--- src/hdl/uden_pkg.sv ---
// uden_pkg: shared constants for the serial channel data port and interrupt enable block
// assumes an apb slave with 32-bit data, one aligned word per register
package uden_pkg;
  // ---------------------------------------------------------------
  // register map (byte addresses = index * 4)
  // ---------------------------------------------------------------
  localparam logic [2:0] DATA_IDX = 3'h0;
  localparam logic [2:0] MASK_IDX = 3'h1;
  localparam logic [2:0] ENH_IDX = 3'h2;
  localparam logic [2:0] LINE_IDX = 3'h5;
  localparam logic [2:0] IDENT_IDX = 3'h6;
  localparam logic [2:0] STAT_IDX = 3'h7;
  // ---------------------------------------------------------------
  // interrupt mask field positions and the enhanced control bit
  // ---------------------------------------------------------------
  localparam int MB_RXDATA = 0;
  localparam int MB_TXEMPTY = 1;
  localparam int MB_LINE = 2;
  localparam int MB_MODEM = 3;
  localparam int MB_SLEEP = 4;
  localparam int MB_XOFF = 5;
  localparam int MB_RTS = 6;
  localparam int MB_CTS = 7;
  localparam int ENH_BIT = 4;
  // ---------------------------------------------------------------
  // reset values and sizes
  // ---------------------------------------------------------------
  localparam logic [7:0] MASK_RST = 8'h00;
  localparam logic [7:0] ENH_RST = 8'h00;
  localparam int FIFO_DEPTH = 16;
  localparam int PTR_W = 5;
  // ---------------------------------------------------------------
  // receive time-out: 4 chars of 10 bits plus 12 bit times
  // ---------------------------------------------------------------
  localparam int CLK_HZ = 20000000;
  localparam int BAUD_HZ = 115200;
  localparam int BIT_CYC = CLK_HZ / BAUD_HZ;
  localparam int TOUT_BITS = 4 * 10 + 12;
  localparam int TOUT_CYC = TOUT_BITS * BIT_CYC;
  // ---------------------------------------------------------------
  // identification codes (priority order)
  // ---------------------------------------------------------------
  localparam logic [5:0] ID_LINE = 6'h06;
  localparam logic [5:0] ID_TOUT = 6'h0C;
  localparam logic [5:0] ID_RXDATA = 6'h04;
  localparam logic [5:0] ID_TXEMPTY = 6'h02;
  localparam logic [5:0] ID_MODEM = 6'h00;
  localparam logic [5:0] ID_XOFF = 6'h10;
  localparam logic [5:0] ID_FLOW = 6'h20;
  localparam logic [5:0] ID_NONE = 6'h01;
  localparam logic [31:0] UNMAPPED_VAL = 32'h0000_0000;
endpackage

--- src/hdl/uden_core.sv ---
// uden_core: data port, receive fifo and interrupt enable/output logic of one channel
// assumes framing, line and modem status logic outside, on the same clock
`timescale 1ns/1ps
module uden_core
(
  input wire logic clock_in,
  input wire logic arst_n_in,
  input wire logic psel_in,
  input wire logic penable_in,
  input wire logic pwrite_in,
  input wire logic [4:0] paddr_in,
  input wire logic [31:0] pwdata_in,
  output logic [31:0] prdata_out,
  output logic pready_out,
  output logic pslverr_out,
  input wire logic rx_valid_in,
  input wire logic [7:0] rx_byte_in,
  input wire logic [2:0] rx_err_in,
  input wire logic overrun_in,
  input wire logic tx_taken_in,
  input wire logic modem_pend_in,
  input wire logic xoff_seen_in,
  input wire logic cts_pin_in,
  input wire logic rts_state_in,
  output logic [7:0] tx_byte_out,
  output logic tx_full_out,
  output logic interrupt_output,
  output logic sleep_out
);
  // ---------------------------------------------------------------
  // state
  // ---------------------------------------------------------------
  logic [7:0] rxq [0:uden_pkg::FIFO_DEPTH-1];
  logic [2:0] errq [0:uden_pkg::FIFO_DEPTH-1];
  logic [7:0] txhold_r;
  logic tx_full_r, tx_full_nxt;
  logic [uden_pkg::PTR_W-1:0] wp_r, wp_nxt, rp_r, rp_nxt;
  logic [7:0] mask_r, mask_nxt, enh_r, enh_nxt;
  logic [3:0] line_r, line_nxt;
  logic thre_pend_r, thre_pend_nxt;
  logic xoff_r, xoff_nxt, flow_r, flow_nxt;
  logic [15:0] tcnt_r, tcnt_nxt;
  logic tout_r, tout_nxt;
  logic cts_s1_r, cts_s2_r, cts_d_r, rts_d_r;
  logic [31:0] prdata_r, prdata_nxt;
  logic ready_r, ready_nxt, irq_r, irq_nxt, sleep_r, sleep_nxt;
  logic acc, wr, rd;
  logic [2:0] idx;
  logic empty, full, pop, push;
  logic [5:0] ident;
  logic enh;
  logic flow_set;

  // ---------------------------------------------------------------
  // helpers
  // ---------------------------------------------------------------
  function automatic logic [3:0] slot(input logic [uden_pkg::PTR_W-1:0] p);
    slot = p[3:0];
  endfunction

  assign acc = psel_in & penable_in & ~ready_r;
  assign wr = acc & pwrite_in;
  assign rd = acc & ~pwrite_in;
  assign idx = paddr_in[4:2];
  assign empty = (wp_r == rp_r);
  assign full = (wp_r[3:0] == rp_r[3:0]) && (wp_r[4] != rp_r[4]);
  assign pop = rd && idx == uden_pkg::DATA_IDX && !empty;
  assign push = rx_valid_in && !full;
  assign enh = enh_r[uden_pkg::ENH_BIT];
  // edges of cts and rts that latch while their own bit is set
  assign flow_set = (cts_s2_r & ~cts_d_r & mask_r[uden_pkg::MB_CTS])
                  | (rts_state_in & ~rts_d_r & mask_r[uden_pkg::MB_RTS]);

  // prioritised identification of enabled pending sources
  always_comb
  begin
    ident = uden_pkg::ID_NONE;
    if (mask_r[uden_pkg::MB_CTS] | mask_r[uden_pkg::MB_RTS])
      if (enh && flow_r) ident = uden_pkg::ID_FLOW;
    if (mask_r[uden_pkg::MB_XOFF] && enh && xoff_r) ident = uden_pkg::ID_XOFF;
    if (mask_r[uden_pkg::MB_MODEM] && modem_pend_in) ident = uden_pkg::ID_MODEM;
    if (mask_r[uden_pkg::MB_TXEMPTY] && thre_pend_r) ident = uden_pkg::ID_TXEMPTY;
    if (mask_r[uden_pkg::MB_RXDATA] && !empty) ident = uden_pkg::ID_RXDATA;
    if (mask_r[uden_pkg::MB_RXDATA] && tout_r) ident = uden_pkg::ID_TOUT;
    if (mask_r[uden_pkg::MB_LINE] && |line_r) ident = uden_pkg::ID_LINE;
  end

  // ---------------------------------------------------------------
  // next state
  // ---------------------------------------------------------------
  always_comb
  begin
    wp_nxt = wp_r + uden_pkg::PTR_W'(push);
    rp_nxt = rp_r + uden_pkg::PTR_W'(pop);
    mask_nxt = mask_r;
    enh_nxt = enh_r;
    tx_full_nxt = tx_full_r & ~tx_taken_in;
    thre_pend_nxt = thre_pend_r | (tx_full_r & tx_taken_in);
    // line flags: overrun at once, others when the bad byte pops
    line_nxt = line_r;
    if (overrun_in) line_nxt[0] = 1'b1;
    if (pop) line_nxt[3:1] = line_r[3:1] | errq[slot(rp_r)];
    xoff_nxt = xoff_r | xoff_seen_in;
    flow_nxt = flow_r | flow_set;
    // time-out counter runs while data waits untouched
    tcnt_nxt = tcnt_r;
    tout_nxt = tout_r;
    if (empty || push || pop)
    begin
      tcnt_nxt = 16'h0000;
      if (pop) tout_nxt = 1'b0;
    end
    else if (tcnt_r == 16'(uden_pkg::TOUT_CYC - 1))
      tout_nxt = 1'b1;
    else
      tcnt_nxt = tcnt_r + 16'h0001;
    prdata_nxt = uden_pkg::UNMAPPED_VAL;
    if (wr)
    begin
      case (idx)
        uden_pkg::DATA_IDX:
        begin
          tx_full_nxt = 1'b1;
          thre_pend_nxt = 1'b0;
        end
        uden_pkg::MASK_IDX: mask_nxt = pwdata_in[7:0];
        uden_pkg::ENH_IDX: enh_nxt = pwdata_in[7:0];
        default: ;
      endcase
    end
    if (rd)
    begin
      case (idx)
        uden_pkg::DATA_IDX: prdata_nxt = {24'h000000, rxq[slot(rp_r)]};
        uden_pkg::MASK_IDX: prdata_nxt = {24'h000000, mask_r};
        uden_pkg::ENH_IDX: prdata_nxt = {24'h000000, enh_r};
        uden_pkg::LINE_IDX:
        begin
          prdata_nxt = {24'h000000, 3'h0, line_r, ~empty};
          line_nxt = 4'h0;
        end
        uden_pkg::IDENT_IDX:
        begin
          prdata_nxt = {26'h0000000, ident};
          if (ident == uden_pkg::ID_TXEMPTY) thre_pend_nxt = 1'b0;
          xoff_nxt = 1'b0;
          flow_nxt = flow_set; // set wins over the read clear
        end
        uden_pkg::STAT_IDX: prdata_nxt = {24'h000000, 2'h0, tout_r, thre_pend_r, tx_full_r, full, empty, irq_r};
        default: ;
      endcase
      if (overrun_in && idx == uden_pkg::LINE_IDX) line_nxt[0] = 1'b1; // set wins
      if (xoff_seen_in) xoff_nxt = 1'b1;
    end
    ready_nxt = acc;
    irq_nxt = (ident != uden_pkg::ID_NONE);
    sleep_nxt = mask_r[uden_pkg::MB_SLEEP] & enh;
  end

  // ---------------------------------------------------------------
  // registers with reset, except the data storage
  // ---------------------------------------------------------------
  // bus answer: read data and the one-cycle ready
  always_ff @(posedge clock_in or negedge arst_n_in)
  begin
    if (!arst_n_in)
    begin
      prdata_r <= 32'h0000_0000;
      ready_r <= 1'b0;
    end
    else
    begin
      prdata_r <= prdata_nxt;
      ready_r <= ready_nxt;
    end
  end

  // enables: interrupt mask and enhanced control
  always_ff @(posedge clock_in or negedge arst_n_in)
  begin
    if (!arst_n_in)
    begin
      mask_r <= uden_pkg::MASK_RST;
      enh_r <= uden_pkg::ENH_RST;
    end
    else
    begin
      mask_r <= mask_nxt;
      enh_r <= enh_nxt;
    end
  end

  // receive fifo pointers; the stored bytes live apart
  always_ff @(posedge clock_in or negedge arst_n_in)
  begin
    if (!arst_n_in)
    begin
      wp_r <= '0;
      rp_r <= '0;
    end
    else
    begin
      wp_r <= wp_nxt;
      rp_r <= rp_nxt;
    end
  end

  // pending flags of the interrupt sources
  always_ff @(posedge clock_in or negedge arst_n_in)
  begin
    if (!arst_n_in)
    begin
      tx_full_r <= 1'b0;
      thre_pend_r <= 1'b0;
      line_r <= 4'h0;
      xoff_r <= 1'b0;
      flow_r <= 1'b0;
    end
    else
    begin
      tx_full_r <= tx_full_nxt;
      thre_pend_r <= thre_pend_nxt;
      line_r <= line_nxt;
      xoff_r <= xoff_nxt;
      flow_r <= flow_nxt;
    end
  end

  // receive time-out counter
  always_ff @(posedge clock_in or negedge arst_n_in)
  begin
    if (!arst_n_in)
    begin
      tcnt_r <= 16'h0000;
      tout_r <= 1'b0;
    end
    else
    begin
      tcnt_r <= tcnt_nxt;
      tout_r <= tout_nxt;
    end
  end

  // cts pin synchroniser and edge history of cts and rts
  always_ff @(posedge clock_in or negedge arst_n_in)
  begin
    if (!arst_n_in)
    begin
      cts_s1_r <= 1'b0;
      cts_s2_r <= 1'b0;
      cts_d_r <= 1'b0;
      rts_d_r <= 1'b0;
    end
    else
    begin
      cts_s1_r <= cts_pin_in;
      cts_s2_r <= cts_s1_r;
      cts_d_r <= cts_s2_r;
      rts_d_r <= rts_state_in;
    end
  end

  // registered interrupt and sleep outputs
  always_ff @(posedge clock_in or negedge arst_n_in)
  begin
    if (!arst_n_in)
    begin
      irq_r <= 1'b0;
      sleep_r <= 1'b0;
    end
    else
    begin
      irq_r <= irq_nxt;
      sleep_r <= sleep_nxt;
    end
  end

  // data storage: not reset, survives master reset
  always_ff @(posedge clock_in)
  begin
    if (push)
    begin
      rxq[slot(wp_r)] <= rx_byte_in;
      errq[slot(wp_r)] <= rx_err_in;
    end
    if (wr && idx == uden_pkg::DATA_IDX)
      txhold_r <= pwdata_in[7:0];
  end

  assign prdata_out = prdata_r;
  assign pready_out = ready_r;
  assign pslverr_out = 1'b0;
  assign tx_byte_out = txhold_r;
  assign tx_full_out = tx_full_r;
  assign interrupt_output = irq_r;
  assign sleep_out = sleep_r;
endmodule

--- config.mk ---
export PLATFORM = sky130hd
export DESIGN_NAME = uden_core
export DESIGN_NICKNAME = d
export VERILOG_FILES = /design/src/hdl/uden_pkg.sv /design/src/hdl/uden_core.sv
export SDC_FILE = /design/constraint.sdc
export NUM_CORES = 1
export LEC_CHECK = 0
export ABC_AREA = 1
export BUFFER_PORTS_ARGS = -buffer_cell sky130_fd_sc_hd__clkbuf_2
export CORE_ASPECT_RATIO = 2
export CORE_MARGIN = 1.5
export CORE_UTILIZATION = 50
export DETAILED_ROUTE_END_ITERATION = 8
export PLACE_DENSITY = 0.69
export SYNTH_ARGS = -nofsm -noshare
export SYNTH_HDL_FRONTEND = slang
export SYNTH_SLANG_ARGS = --single-unit
--- constraint.sdc ---
create_clock -name clock_in -period 2.47 [get_ports clock_in]
set_input_delay 0.1235 -clock clock_in [delete_from_list [all_inputs] [get_ports clock_in]]
set_output_delay 0.1235 -clock clock_in [all_outputs]
set_load 0.02 [all_outputs]
Word level (Yosys, flattened, before mapping)
Memory sizes are Yosys's and may differ from the RTL's.
Cells that the tools add are included.
Widths: inputs -> output; s select.
Word-level totals
  register bits: 98
  memory bits (writable): 176
  output and inout port bits: 45
  memories kept: 2
Memories
  rxq: depth 16, width 8, rd ports 1, clocked after memory_dff 0, wr ports 1, RTL line uden_core.sv:33  | logic [7:0] rxq [0:uden_pkg::FIFO_DEPTH-1];
  errq: depth 16, width 3, rd ports 1, clocked after memory_dff 0, wr ports 1, RTL line uden_core.sv:34  | logic [2:0] errq [0:uden_pkg::FIFO_DEPTH-1];
Operators by class
  add/sub/neg operators: 3
  equal/unequal tests: 13
  multiplexer cells: 34
  bitwise gates (word level): 23
  reduce and logical (&&, ||, !) cells: 24
Operator list (count)
  $mux 6: 8
  $pmux 8 s6: 1
  $mux 16: 2
  $mux 1: 19
  $add 16x1->16 const B: 1
  $eq 16x14->1 const B: 1
  $logic_and 1x1->1: 14
  $and 1x1->1: 11
  $add 5x1->5: 2
  $eq 3x3->1 const B: 3
  $mux 4: 2
  $mux 8: 1
  $eq 6x2->1 const B: 1
  $ne 6x1->1 const B: 1
  $not 1->1: 6
  $reduce_and 2->1: 3
  $eq 5x5->1: 1
  $or 1x1->1: 5
  $eq 4x4->1: 1
  $ne 2x2->1 const B: 2
  $reduce_or 4->1: 1
  $eq 3x1->1 const B: 1
  $eq 3x2->1 const B: 1
  $logic_not 3->1: 1
  6 further kinds: 8

Longest topological paths before layout
Gate-level depths: netlist of the first run.
  depth in word-level cells: 13
  gate-level depth with buffers: 13
  depth with buffers taken out: 12

Worst setup path before layout of the first run
Ideal clock, no wire load.
  kind: reg2reg
  from: reg rp_r[0] in the netlist's numbering
  to: mem errq[14][0], enable pin
  data arrival time: 1.657 ns
  required time: 2.092 ns
  setup slack: 0.435 ns
  stages on the path, launching flop included: 11
  path buffers: 1
  period minus slack after synthesis: 2.035 ns
  cell sequence: dfrtp_1 inv_2 buf_6 nand2_2 nand2_2 nor2_4 nand3b_1 nand2_1 inv_1 nand3_1 nor2_1
On the way
  cells in the longest elaborated chain, start to end: 6
Ends and longest elaborated chain
  start, declared: RTL line uden_core.sv:37  | logic [uden_pkg::PTR_W-1:0] wp_r, wp_nxt, rp_r, rp_nxt;
  start signal, assigned: RTL line uden_core.sv:204  | rp_r <= rp_nxt;
  $eq 4x4->1: RTL line uden_core.sv:66  | assign full = (wp_r[3:0] == rp_r[3:0]) && (wp_r[4] != rp_r[4]);
  $logic_and 1x1->1: RTL line uden_core.sv:66
  $logic_not 1->1: RTL line uden_core.sv:68  | assign push = rx_valid_in && !full;
  $logic_and 1x1->1: RTL line uden_core.sv:68
  $mux 1: RTL line uden_core.sv:281  | if (push)
  $mux 1 (implied by the code): RTL line uden_core.sv:284  | errq[slot(wp_r)] <= rx_err_in;
  end, declared: RTL line uden_core.sv:34
Every way passes these cells.

Worst setup path in the final report of the first run
  from: reg wp_r[4] in the netlist's numbering
  to: mem errq[5][0], enable pin
On the way
  cells in the longest elaborated chain, start to end: 6
Ends and longest elaborated chain
  start, declared: RTL line uden_core.sv:37
  start signal, assigned: RTL line uden_core.sv:203  | wp_r <= wp_nxt;
  $ne 1x1->1: RTL line uden_core.sv:66
  $logic_and 1x1->1: RTL line uden_core.sv:66
  $logic_not 1->1: RTL line uden_core.sv:68
  $logic_and 1x1->1: RTL line uden_core.sv:68
  $mux 1: RTL line uden_core.sv:281
  $mux 1 (implied by the code): RTL line uden_core.sv:284
Every way passes these cells.

==> summary.txt, run 1 <==
CTS clk-pin slew, worst paths - 60 ps
CP endpoint kind - flop
Initial Utilization - 51.17%
Worst min path class - primary input to flop
Synth top area share - 51.14%
Worst ir drop on vdd - 0.5496 mV
Most frequent cells in the layout - 184 x edfxtp_1, 151 x nand2_1, 148 x nor2_1
CTS resizes - 0
Cell area after synthesis - 10800 um^2
Final wirelength - 24250 um
Critical path arrival - 2300 ps
Synth Instances - 988
Initial antenna violation count - 0
Area growth syn-to-layout - 14.85%
Maxcap violations - 0
Post-layout minimum cycle time - 2072 ps
Sink Count - 250
Largest net degree at the start of global routing - 67
Hold-fix buffer count after cts - 17
Yosys reg bits - 250
Dominant synthesized flop cell - edfxtp_1
Crit-path max FO - 7
Clk_skew - 14.87 ps
Vias per inst - 5.354
Power Density - 923.7 nW/um^2
Fmax - 0.4825 GHz
Worst-Skew Late Latency - 520 ps
Final antenna-violating net count - 0
TNS Setup - 0 ps
Yosys top cell by area - edfxtp_1
Number of synthesized flops with an enable pin - 184
Layout cells sized above 1 - 15.48%
Final setup viols - 0
Detailed placer's ending HPWL - 16450 um
Via count - 7356
CTS Buf Count - 23
# diodes - 0
CTS Buffer Depth - 3
DIE AREA - 22550 um^2
Slew margin rel. - 56.84%
Grt total ovfl - 0
Req. time, crit path - 2700 ps
Setup bufs post-CTS - 0
Final Wtd Congestion - 0.8876
CTS H-Tree Depth - 1
Yosys cell types - 46
Syn Area/Cell - 10.94 um^2
First-pass detailed-route iteration total - 5
Via count of the first global-routing pass - 7488
Top-Level Pins - 105
CTS tree - done
Placed instance area - 11480 um^2
Die W - 106.9 um
WS Path Type - flop to flop
Lkg Pwr - 4.983 nW
Final worst-path cycle share - 83.90%
Final net count - 1153
Most common cell after layout, fill and taps aside - edfxtp_1
FP Rows - 75
Sequential element share of the synthesized area - 66.43%
Iteration-0 DRC Markers - 418
Least-Margin Pin Slew - 647.3 ps
First-pass GRT wire length - 37740 um
Gr usage total - 22.15%
Synth Warn # - 0
Root buf cell - clkbuf_16
Largest cells by area after synthesis - edfxtp_1 51%, dfrtp_1 15%, nand2_1 5.2%
Design area - 12410 um^2
Drt drc - 0
CP startpoint kind - flop
Die height - 210.9 um
WL/cell - 17.65 um
# fillers - 1739
Unrepaired setup endpoints after global routing - false
Port-buffer cells - 53
Final Max Tran Viols - 0
Count of final hold-check violations - 0
Area of the core - 21110 um^2
Post-synth ARST share - 26.40%
Status - completed
## power breakdown
group | internal [mW] | switching, mW
sequential | 5.00 | 0.208
clock | 2.03 | 1.51
combinational | 0.848 | 1.87
## per-stage QoR
step	power, mW	hold slack, ps	instances	util [%]	setup WS (ps)
finish	11.46	51.91	1374	58.77	397.6
global route	12.07	57.99	1374	58.77	251.8
CTS	11.52	40.11	1374	58.77	386.5
detailed placement	7.980	169.6	1315	54.38	429.9
global placement	7.921	164.6	1315	54.38	458.3
floorplan	7.186	-172.1	1012	-	434.8
## critical path, cell delays in order, from the launching register on
cell and delay, ps:
dfrtp_1 400, xnor2_1 300, nand3b_1 210, nand2_1 70, inv_1 130, nand3_1 210, nor2_1 230, buf_4 220
## logic make-up (layout without fill, tap and decap cells)
kind of cell             count (synthesis)  in the layout  synth area share (%)
XOR/XNOR                                 9              9                0.7296
adder cells (fa/ha/maj)                  5              5                0.5790
flip-flops                             250            250                 66.43
buffers and inverters                  150            243                 6.682
multiplexers                             6              6                0.6253
AND/OR/NAND/NOR                        406            406                 16.11
AO/OA/AOI/OAI                          161            161                 8.813
other                                    1             25               0.03471
## sequential cells by signal (all words and copies together) (netlist names), 8 cells and up
| register | count |
|---|---|
| errq | 48 |
| mask_r | 8 |
| rxq | 128 |
| enh_r | 8 |
| tx_byte_out | 8 |
| prdata_out | 8 |
| tcnt_r | 16 |
## layout make-up
class | instances | area [um^2] | share of cell area [%]
clock buffers | 24 | 579.3 | 4.669
clock inverters | 18 | 176.4 | 1.422
inverters | 86 | 330.3 | 2.662
multi-input cells | 612 | 2995 | 24.14
flip-flops and latches | 250 | 7179 | 57.86
well taps | 269 | 336.6 | 2.713
repair buffers | 115 | 810.8 | 6.534
## per-layer routing
metal / track usage, % / vias up / wire length (um)
met2: 42.24 / 190 / 13490
met5: 0 / - / 0
li1: - / 3523 / -
met3: 2.808 / 88 / 773
met1: 21.73 / 3555 / 8390
met4: 14.48 / 0 / 1603
## synth_stat cells (7+ instances only)
| cell type | n |
|---|---|
| inv_1 | 82 |
| clkbuf_1 | 15 |
| nand2_1 | 151 |
| edfxtp_1 | 184 |
| a21oi_1 | 23 |
| nand3_1 | 80 |
| buf_2 | 10 |
| dfrtp_1 | 66 |
| o21ai_0 | 82 |
| nor2_1 | 148 |
| nor3_1 | 9 |
| buf_4 | 35 |
| o22ai_1 | 7 |
| o211ai_1 | 24 |
## final timing paths
| path | startpoint | end | slack, ps | depth (start not counted) |
|---|---|---|---|---|
| max | wp_r[4]$_DFF_PN0_ | errq[5][0]$_DFFE_PP_ | 400 | 7 |
| min | rx_valid_in | wp_r[0]$_DFF_PN0_ | 50 | 4 |
| max reg2reg | wp_r[4]$_DFF_PN0_ | errq[5][0]$_DFFE_PP_ | 400 | 7 |
| min reg2reg | cts_s1_r$_DFF_PN0_ | cts_s2_r$_DFF_PN0_ | 350 | 0 |
| max in group asynchronous | arst_n_in | rp_r[0]$_DFF_PN0_ | 2010 | 3 |
| min in group asynchronous | arst_n_in | tcnt_r[9]$_DFFE_PN0P_ | 140 | 3 |
Power figures use the tool's default switching activity.
==> run 2, diff against run 1 <==
==> constraint.sdc (replaced) <==
create_clock -name clock_in -period 2 [get_ports clock_in]
set_input_delay 0.1 -clock clock_in [delete_from_list [all_inputs] [get_ports clock_in]]
set_output_delay 0.1 -clock clock_in [all_outputs]
set_load 0.02 [all_outputs]
==> run 2 against run 1 <==
Net effect: register-to-register slack worse by 280 ps; count of clock-buffer cells in the layout rose by 5; core utilization increased by 0.89 points; worst hold slack got worse by 40 ps; sequential power increased by 23%; routed wire length up 0.15%; sequential share of layout area is 0.84 points lower; via count up 0.49%; critical path depth increased by 3; design area increased by 1.5%; critical endpoint is now rxq[11][1]$_DFFE_PP_; highest routed layer unchanged.
==> summary.txt, run 2 (synthesis results as in run 1) <==
Status - completed
Hold Crit Depth - 1 (-3)
Die W - 106.9 um (unchanged)
CP endpoint kind - flop
Worst min path class - primary input to flop
R2R Setup Slk - 120 ps (-280 ps)
Count of final hold-check violations - 0 (unchanged)
Sink Count - 250 (unchanged)
Final worst-path cycle share - 94.03% (+10 points)
CP delay by family, top - simple AND/OR/NAND/NOR gates
Setup bufs post-CTS - 0 (unchanged)
Sequential power share - 45.0% (-0.4 points)
Port-buffer cells - 53 (unchanged)
Req. time, crit path - 2220 ps (-480 ps)
CTS H-Tree Depth - 1 (unchanged)
Die height - 210.9 um (unchanged)
R2R cell count - 10 (+3)
Most frequent cells in the layout - 184 x edfxtp_1, 151 x nand2_1, 139 x nor2_1
Dpl cells - 1325 (+0.76%)
Clock share of power - 29.6% (-1.3 points)
Clk_skew - 20.05 ps (+5.178 ps)
WS Path Type - flop to flop
Largest regs - rxq: 128 flops, errq: 48 flops, tcnt_r: 16 flops
Unrepaired setup endpoints after global routing - true
Grt total ovfl - 0 (unchanged)
Critical path arrival - 2100 ps (-200 ps)
Worst slack at placement - 1.581 ps (-428.4 ps)
Via count - 7392 (+0.49%)
Drt drc - 0 (unchanged)
WL/cell - 17.52 um (-0.71%)
RR Endpoint - rxq[11][1]$_DFFE_PP_
CTS Buf Count - 22 (-4.3%)
Switching pwr - 4.513 mW (+26%)
Final setup viols - 0 (unchanged)
Largest net degree at the start of global routing - 61 (-9.0%)
Lkg Pwr - 5.057 nW (+1.5%)
Final net count - 1166 (+1.1%)
Largest Register - rxq
PnR worst setup slack - 119.3 ps (-278.2 ps)
Fmax - 0.5317 GHz (+10%)
Area of the core - 21110 um^2 (unchanged)
Gate power share - 25.4% (+1.7 points)
Design area - 12600 um^2 (+1.5%)
Worst hold slack - 11.50 ps (-40.40 ps)
Most common cell after layout, fill and taps aside - edfxtp_1
Utilization after layout - 59.66% (+0.89 points)
CTS tree - done
Detailed placer's ending HPWL - 16640 um (+1.2%)
Iteration-0 DRC Markers - 579 (+39%)
CTS Buffer Depth - 3 (unchanged)
Max reg flops - 128 (unchanged)
Worst path cell trace - inv_2, nand2_2, nand2_2, nor2_4, nand3b_1, nand2_1, inv_2, nand3_2, nor2_2, buf_6
DIE AREA - 22550 um^2 (unchanged)
CP startpoint kind - flop
Slowest cell on the critical path - dfrtp_2
Final wirelength - 24290 um (+0.15%)
Worst stage delay on the critical path - 460 ps (+60 ps)
Sw Share - 31.62% (+0.31 points)
Worst hold path endpoint - rxq[12][1]$_DFFE_PP_
Gr usage total - 22.32% (+0.17 points)
Root buf cell - clkbuf_16
Final Wtd Congestion - 0.9291 (+4.7%)
Layout cells sized above 1 - 17.37% (+1.9 points)
Maxcap violations - 0 (unchanged)
Worst r2r src - rp_r[0]$_DFF_PN0_
Placed instance area - 11590 um^2 (+0.98%)
Crit-path max FO - 7 (unchanged)
Int Power - 9.761 mW (+24%)
Vias per inst - 5.333 (-0.38%)
Top-Level Pins - 105 (unchanged)
Final antenna-violating net count - 0 (unchanged)
Worst ir drop on vdd - 0.6388 mV (+16%)
Post-layout minimum cycle time - 1881 ps (-191.8 ps)
Worst-Skew Late Latency - 520 ps (about the same)
Initial antenna violation count - 0 (unchanged)
Via count of the first global-routing pass - 7512 (+0.32%)
# diodes - 0 (unchanged)
First-pass detailed-route iteration total - 5 (unchanged)
CTS clk-pin slew, worst paths - 70 ps (about the same)
CP bufs+invs - 3 (+1)
First-pass GRT wire length - 38450 um (+1.9%)
Final Max Tran Viols - 0 (unchanged)
Critical hold path startpoint - rx_byte_in[1]
Non-filler cells, final - 1386 (+0.87%)
Tot Pwr - 14.27 mW (+25%)
TNS Setup - 0 ps (unchanged)
Power Density - 1133 nW/um^2 (+23%)
FP Rows - 75 (unchanged)
Initial Utilization - 51.17% (unchanged)
Area growth syn-to-layout - 16.58%
run 2: cell type report:
class | count | area (um^2)
repair buffers | 129 | 997.2
clock buffers | 29 | 598.1
flip-flops and latches | 250 | 7182
fillers | 1739 | 8518
well taps | 269 | 336.6
multi-input cells | 612 | 3038
inverters | 86 | 330.3
clock inverters | 11 | 113.9
run 2: worst max path at each step:
stage / cells after the start / to / start / slack (ps)
4_1_cts: 10 / rxq[11][1]$_DFFE_PP_ / wp_r[0]$_DFF_PN0_ / -10
3_5_place_dp: 10 / errq[11][1]$_DFFE_PP_ / wp_r[0]$_DFF_PN0_ / 2
2_1_floorplan: 10 / errq[14][0]$_DFFE_PP_ / rp_r[0]$_DFF_PN0_ / -40
6_report: 10 / rxq[11][1]$_DFFE_PP_ / rp_r[0]$_DFF_PN0_ / 120
3_3_place_gp: 10 / errq[0][2]$_DFFE_PP_ / rp_r[1]$_DFF_PN0_ / 50
5_1_grt: 10 / rxq[13][2]$_DFFE_PP_ / rp_r[1]$_DFF_PN0_ / -40
run 2: power by group through the flow:
stage / sequential, mW / combinational [mW] / clock [mW]
final: 6.42 / 3.63 / 4.22
after global routing: 6.48 / 4.06 / 4.48
after CTS: 6.42 / 3.57 / 4.28
after detailed placement: 6.52 / 3.52 / 0
after global placement: 6.50 / 3.45 / 0
after floorplan: 6.47 / 2.41 / 0
run 2: what timing repair did:
item                                    CTS  global route
hold buffers                             21             0
hold endpoints to repair                136             0
endpoints found under the setup margin    6           182
resized for setup                         0            26
run 2: metal layers:
| layer | track usage, % | share of wire [%] |
|---|---|---|
| met3 | 2.654 | 3.8 |
| met5 | 0 | 0 |
| met2 | 43.28 | 57 |
| met4 | 10.62 | 4.0 |
| met1 | 23.16 | 35 |
run 2: worst reg2reg max path, cell delays in order (launching register included):
cell,delay (ps)
dfrtp_2,460
inv_2,110
nand2_2,60
nand2_2,80
nor2_4,50
nand3b_1,100
nand2_1,70
inv_2,120
nand3_2,180
nor2_2,180
buf_6,180
==> run 3, diff against run 2 <==
--- a/config.mk
+++ b/config.mk
@@ -11,6 +11,7 @@
 export CORE_MARGIN = 1.5
 export CORE_UTILIZATION = 50
 export DETAILED_ROUTE_END_ITERATION = 8
+export HOLD_SLACK_MARGIN = 0.03
 export PLACE_DENSITY = 0.69
 export SYNTH_ARGS = -nofsm -noshare
 export SYNTH_HDL_FRONTEND = slang
==> run 3 against run 2 <==
Net effect: register-to-register slack barely moved; count of clock-buffer cells in the layout unchanged; worst hold slack better by 25 ps; design area up 0.24%; final cell count increased by 0.22%; critical endpoint unchanged; largest power group unchanged.
==> summary.txt, run 3 (synthesis results as in run 1) <==
First-pass detailed-route iteration total - 5 (unchanged)
Count of final hold-check violations - 0 (unchanged)
Initial Utilization - 51.17% (unchanged)
Final antenna-violating net count - 0 (unchanged)
Most common cell after layout, fill and taps aside - edfxtp_1
Slowest cell on the critical path - dfrtp_2
Tot Pwr - 14.28 mW (about the same)
Design area - 12630 um^2 (+0.24%)
FP Rows - 75 (unchanged)
Final worst-path cycle share - 94.01% (about the same)
Layout cells sized above 1 - 17.32% (-0.047 points)
WL/cell - 17.50 um (-0.11%)
Placed instance area - 11590 um^2 (unchanged)
Area growth syn-to-layout - 16.86%
Maxcap violations - 0 (unchanged)
Worst-Skew Late Latency - 530 ps (about the same)
Crit-path max FO - 7 (unchanged)
Switching pwr - 4.511 mW (about the same)
Root buf cell - clkbuf_16
Sequential power share - 45.0% (about the same)
Drt drc - 0 (unchanged)
WS Path Type - flop to flop
Sink Count - 250 (unchanged)
Worst stage delay on the critical path - 460 ps (about the same)
Worst ir drop on vdd - 0.6358 mV (-0.48%)
Clk_skew - 22.32 ps (+2.273 ps)
Status - completed
Utilization after layout - 59.80% (+0.14 points)
Post-layout minimum cycle time - 1880 ps (-0.5020 ps)
Worst slack at placement - 1.581 ps (unchanged)
Largest net degree at the start of global routing - 61 (unchanged)
Most frequent cells in the layout - 184 x edfxtp_1, 151 x nand2_1, 139 x nor2_1
CTS clk-pin slew, worst paths - 70 ps (about the same)
Final net count - 1169 (+0.26%)
# diodes - 0 (unchanged)
Fmax - 0.5319 GHz (about the same)
Die W - 106.9 um (unchanged)
Worst hold slack - 36.90 ps (+25.39 ps)
Area of the core - 21110 um^2 (unchanged)
First-pass GRT wire length - 38560 um (+0.29%)
Final setup viols - 0 (unchanged)
PnR worst setup slack - 119.8 ps (+0.5020 ps)
TNS Setup - 0 ps (unchanged)
Iteration-0 DRC Markers - 554 (-4.3%)
Non-filler cells, final - 1389 (+0.22%)
Final wirelength - 24310 um (+0.10%)
CP endpoint kind - flop
Gr usage total - 22.37% (+0.053 points)
Via count - 7386 (-0.081%)
Via count of the first global-routing pass - 7537 (+0.33%)
CTS Buffer Depth - 3 (unchanged)
Top-Level Pins - 105 (unchanged)
Clock share of power - 29.6% (about the same)
Max reg flops - 128 (unchanged)
Die height - 210.9 um (unchanged)
CTS tree - done
Largest regs - rxq: 128 flops, errq: 48 flops, tcnt_r: 16 flops
Worst path cell trace - inv_2, nand2_2, nand2_2, nor2_4, nand3b_1, nand2_1, inv_2, nand3_2, nor2_2, buf_6
Largest Register - rxq
Final Max Tran Viols - 0 (unchanged)
CP startpoint kind - flop
Initial antenna violation count - 0 (unchanged)
Power Density - 1131 nW/um^2 (-0.23%)
CP delay by family, top - simple AND/OR/NAND/NOR gates
Unrepaired setup endpoints after global routing - true
Detailed placer's ending HPWL - 16640 um (unchanged)
DIE AREA - 22550 um^2 (unchanged)
Final Wtd Congestion - 0.9291 (unchanged)
Int Power - 9.764 mW (about the same)
Req. time, crit path - 2220 ps (about the same)
Sw Share - 31.60% (about the same)
Lkg Pwr - 5.069 nW (+0.25%)
Vias per inst - 5.317 (-0.30%)
CTS Buf Count - 22 (unchanged)
Worst min path class - primary input to async pin
Critical path arrival - 2100 ps (about the same)
Setup bufs post-CTS - 0 (unchanged)
CTS H-Tree Depth - 1 (unchanged)
Dpl cells - 1325 (unchanged)
Gate power share - 25.4% (about the same)
Grt total ovfl - 0 (unchanged)
# fillers - 1738 (-0.058%)
CP bufs+invs - 3 (unchanged)
Port-buffer cells - 53 (unchanged)
-- run 3: layer usage --
layer	GRT usage (%)	wire (um)	vias up
li1	-	-	3560
met1	23.16	8478	3528
met2	43.44	13930	230
met3	2.684	949	68
met4	10.62	956	0
met5	0	0	-
-- run 3: worst paths after layout --
path                               startpoint                     to  slack [ps]  cells past startpoint
max                         rp_r[0]$_DFF_PN0_   rxq[11][1]$_DFFE_PP_         120                     10
min                                 arst_n_in      cts_d_r$_DFF_PN0_          40                      2
max reg2reg                 rp_r[0]$_DFF_PN0_   rxq[11][1]$_DFFE_PP_         120                     10
min reg2reg                cts_s1_r$_DFF_PN0_     cts_s2_r$_DFF_PN0_         360                      0
max in group asynchronous           arst_n_in      rp_r[1]$_DFF_PN0_        1410                      3
min in group clock_in            rx_err_in[0]  errq[14][0]$_DFFE_PP_          50                      1
-- run 3: area by class of cell --
cell class                      count  area [um^2]  area share (%)
Inverter                           86        330.3           2.616
Clock buffer                       29        598.1           4.737
Timing Repair Buffer              132         1027           8.136
Tap cell                          269        336.6           2.666
Multi-Input combinational cell    612         3038           24.06
Clock inverter                     11        113.9          0.9018
Sequential cell                   250         7182           56.88
-- run 3: power groups by stage --
stage,Clock (mW),Combinational (mW),Sequential (mW)
2_1_floorplan,0,2.41,6.47
3_3_place_gp,0,3.45,6.50
3_5_place_dp,0,3.52,6.52
4_1_cts,4.28,3.58,6.42
5_1_grt,4.48,4.07,6.48
6_report,4.22,3.63,6.43
-- run 3: what timing repair did --
action	in CTS	in global routing
pin swaps	0	0
gates resized for setup	0	26
endpoints found under the hold margin	180	0
endpoints found under the setup margin	6	182
hold buffers	24	0
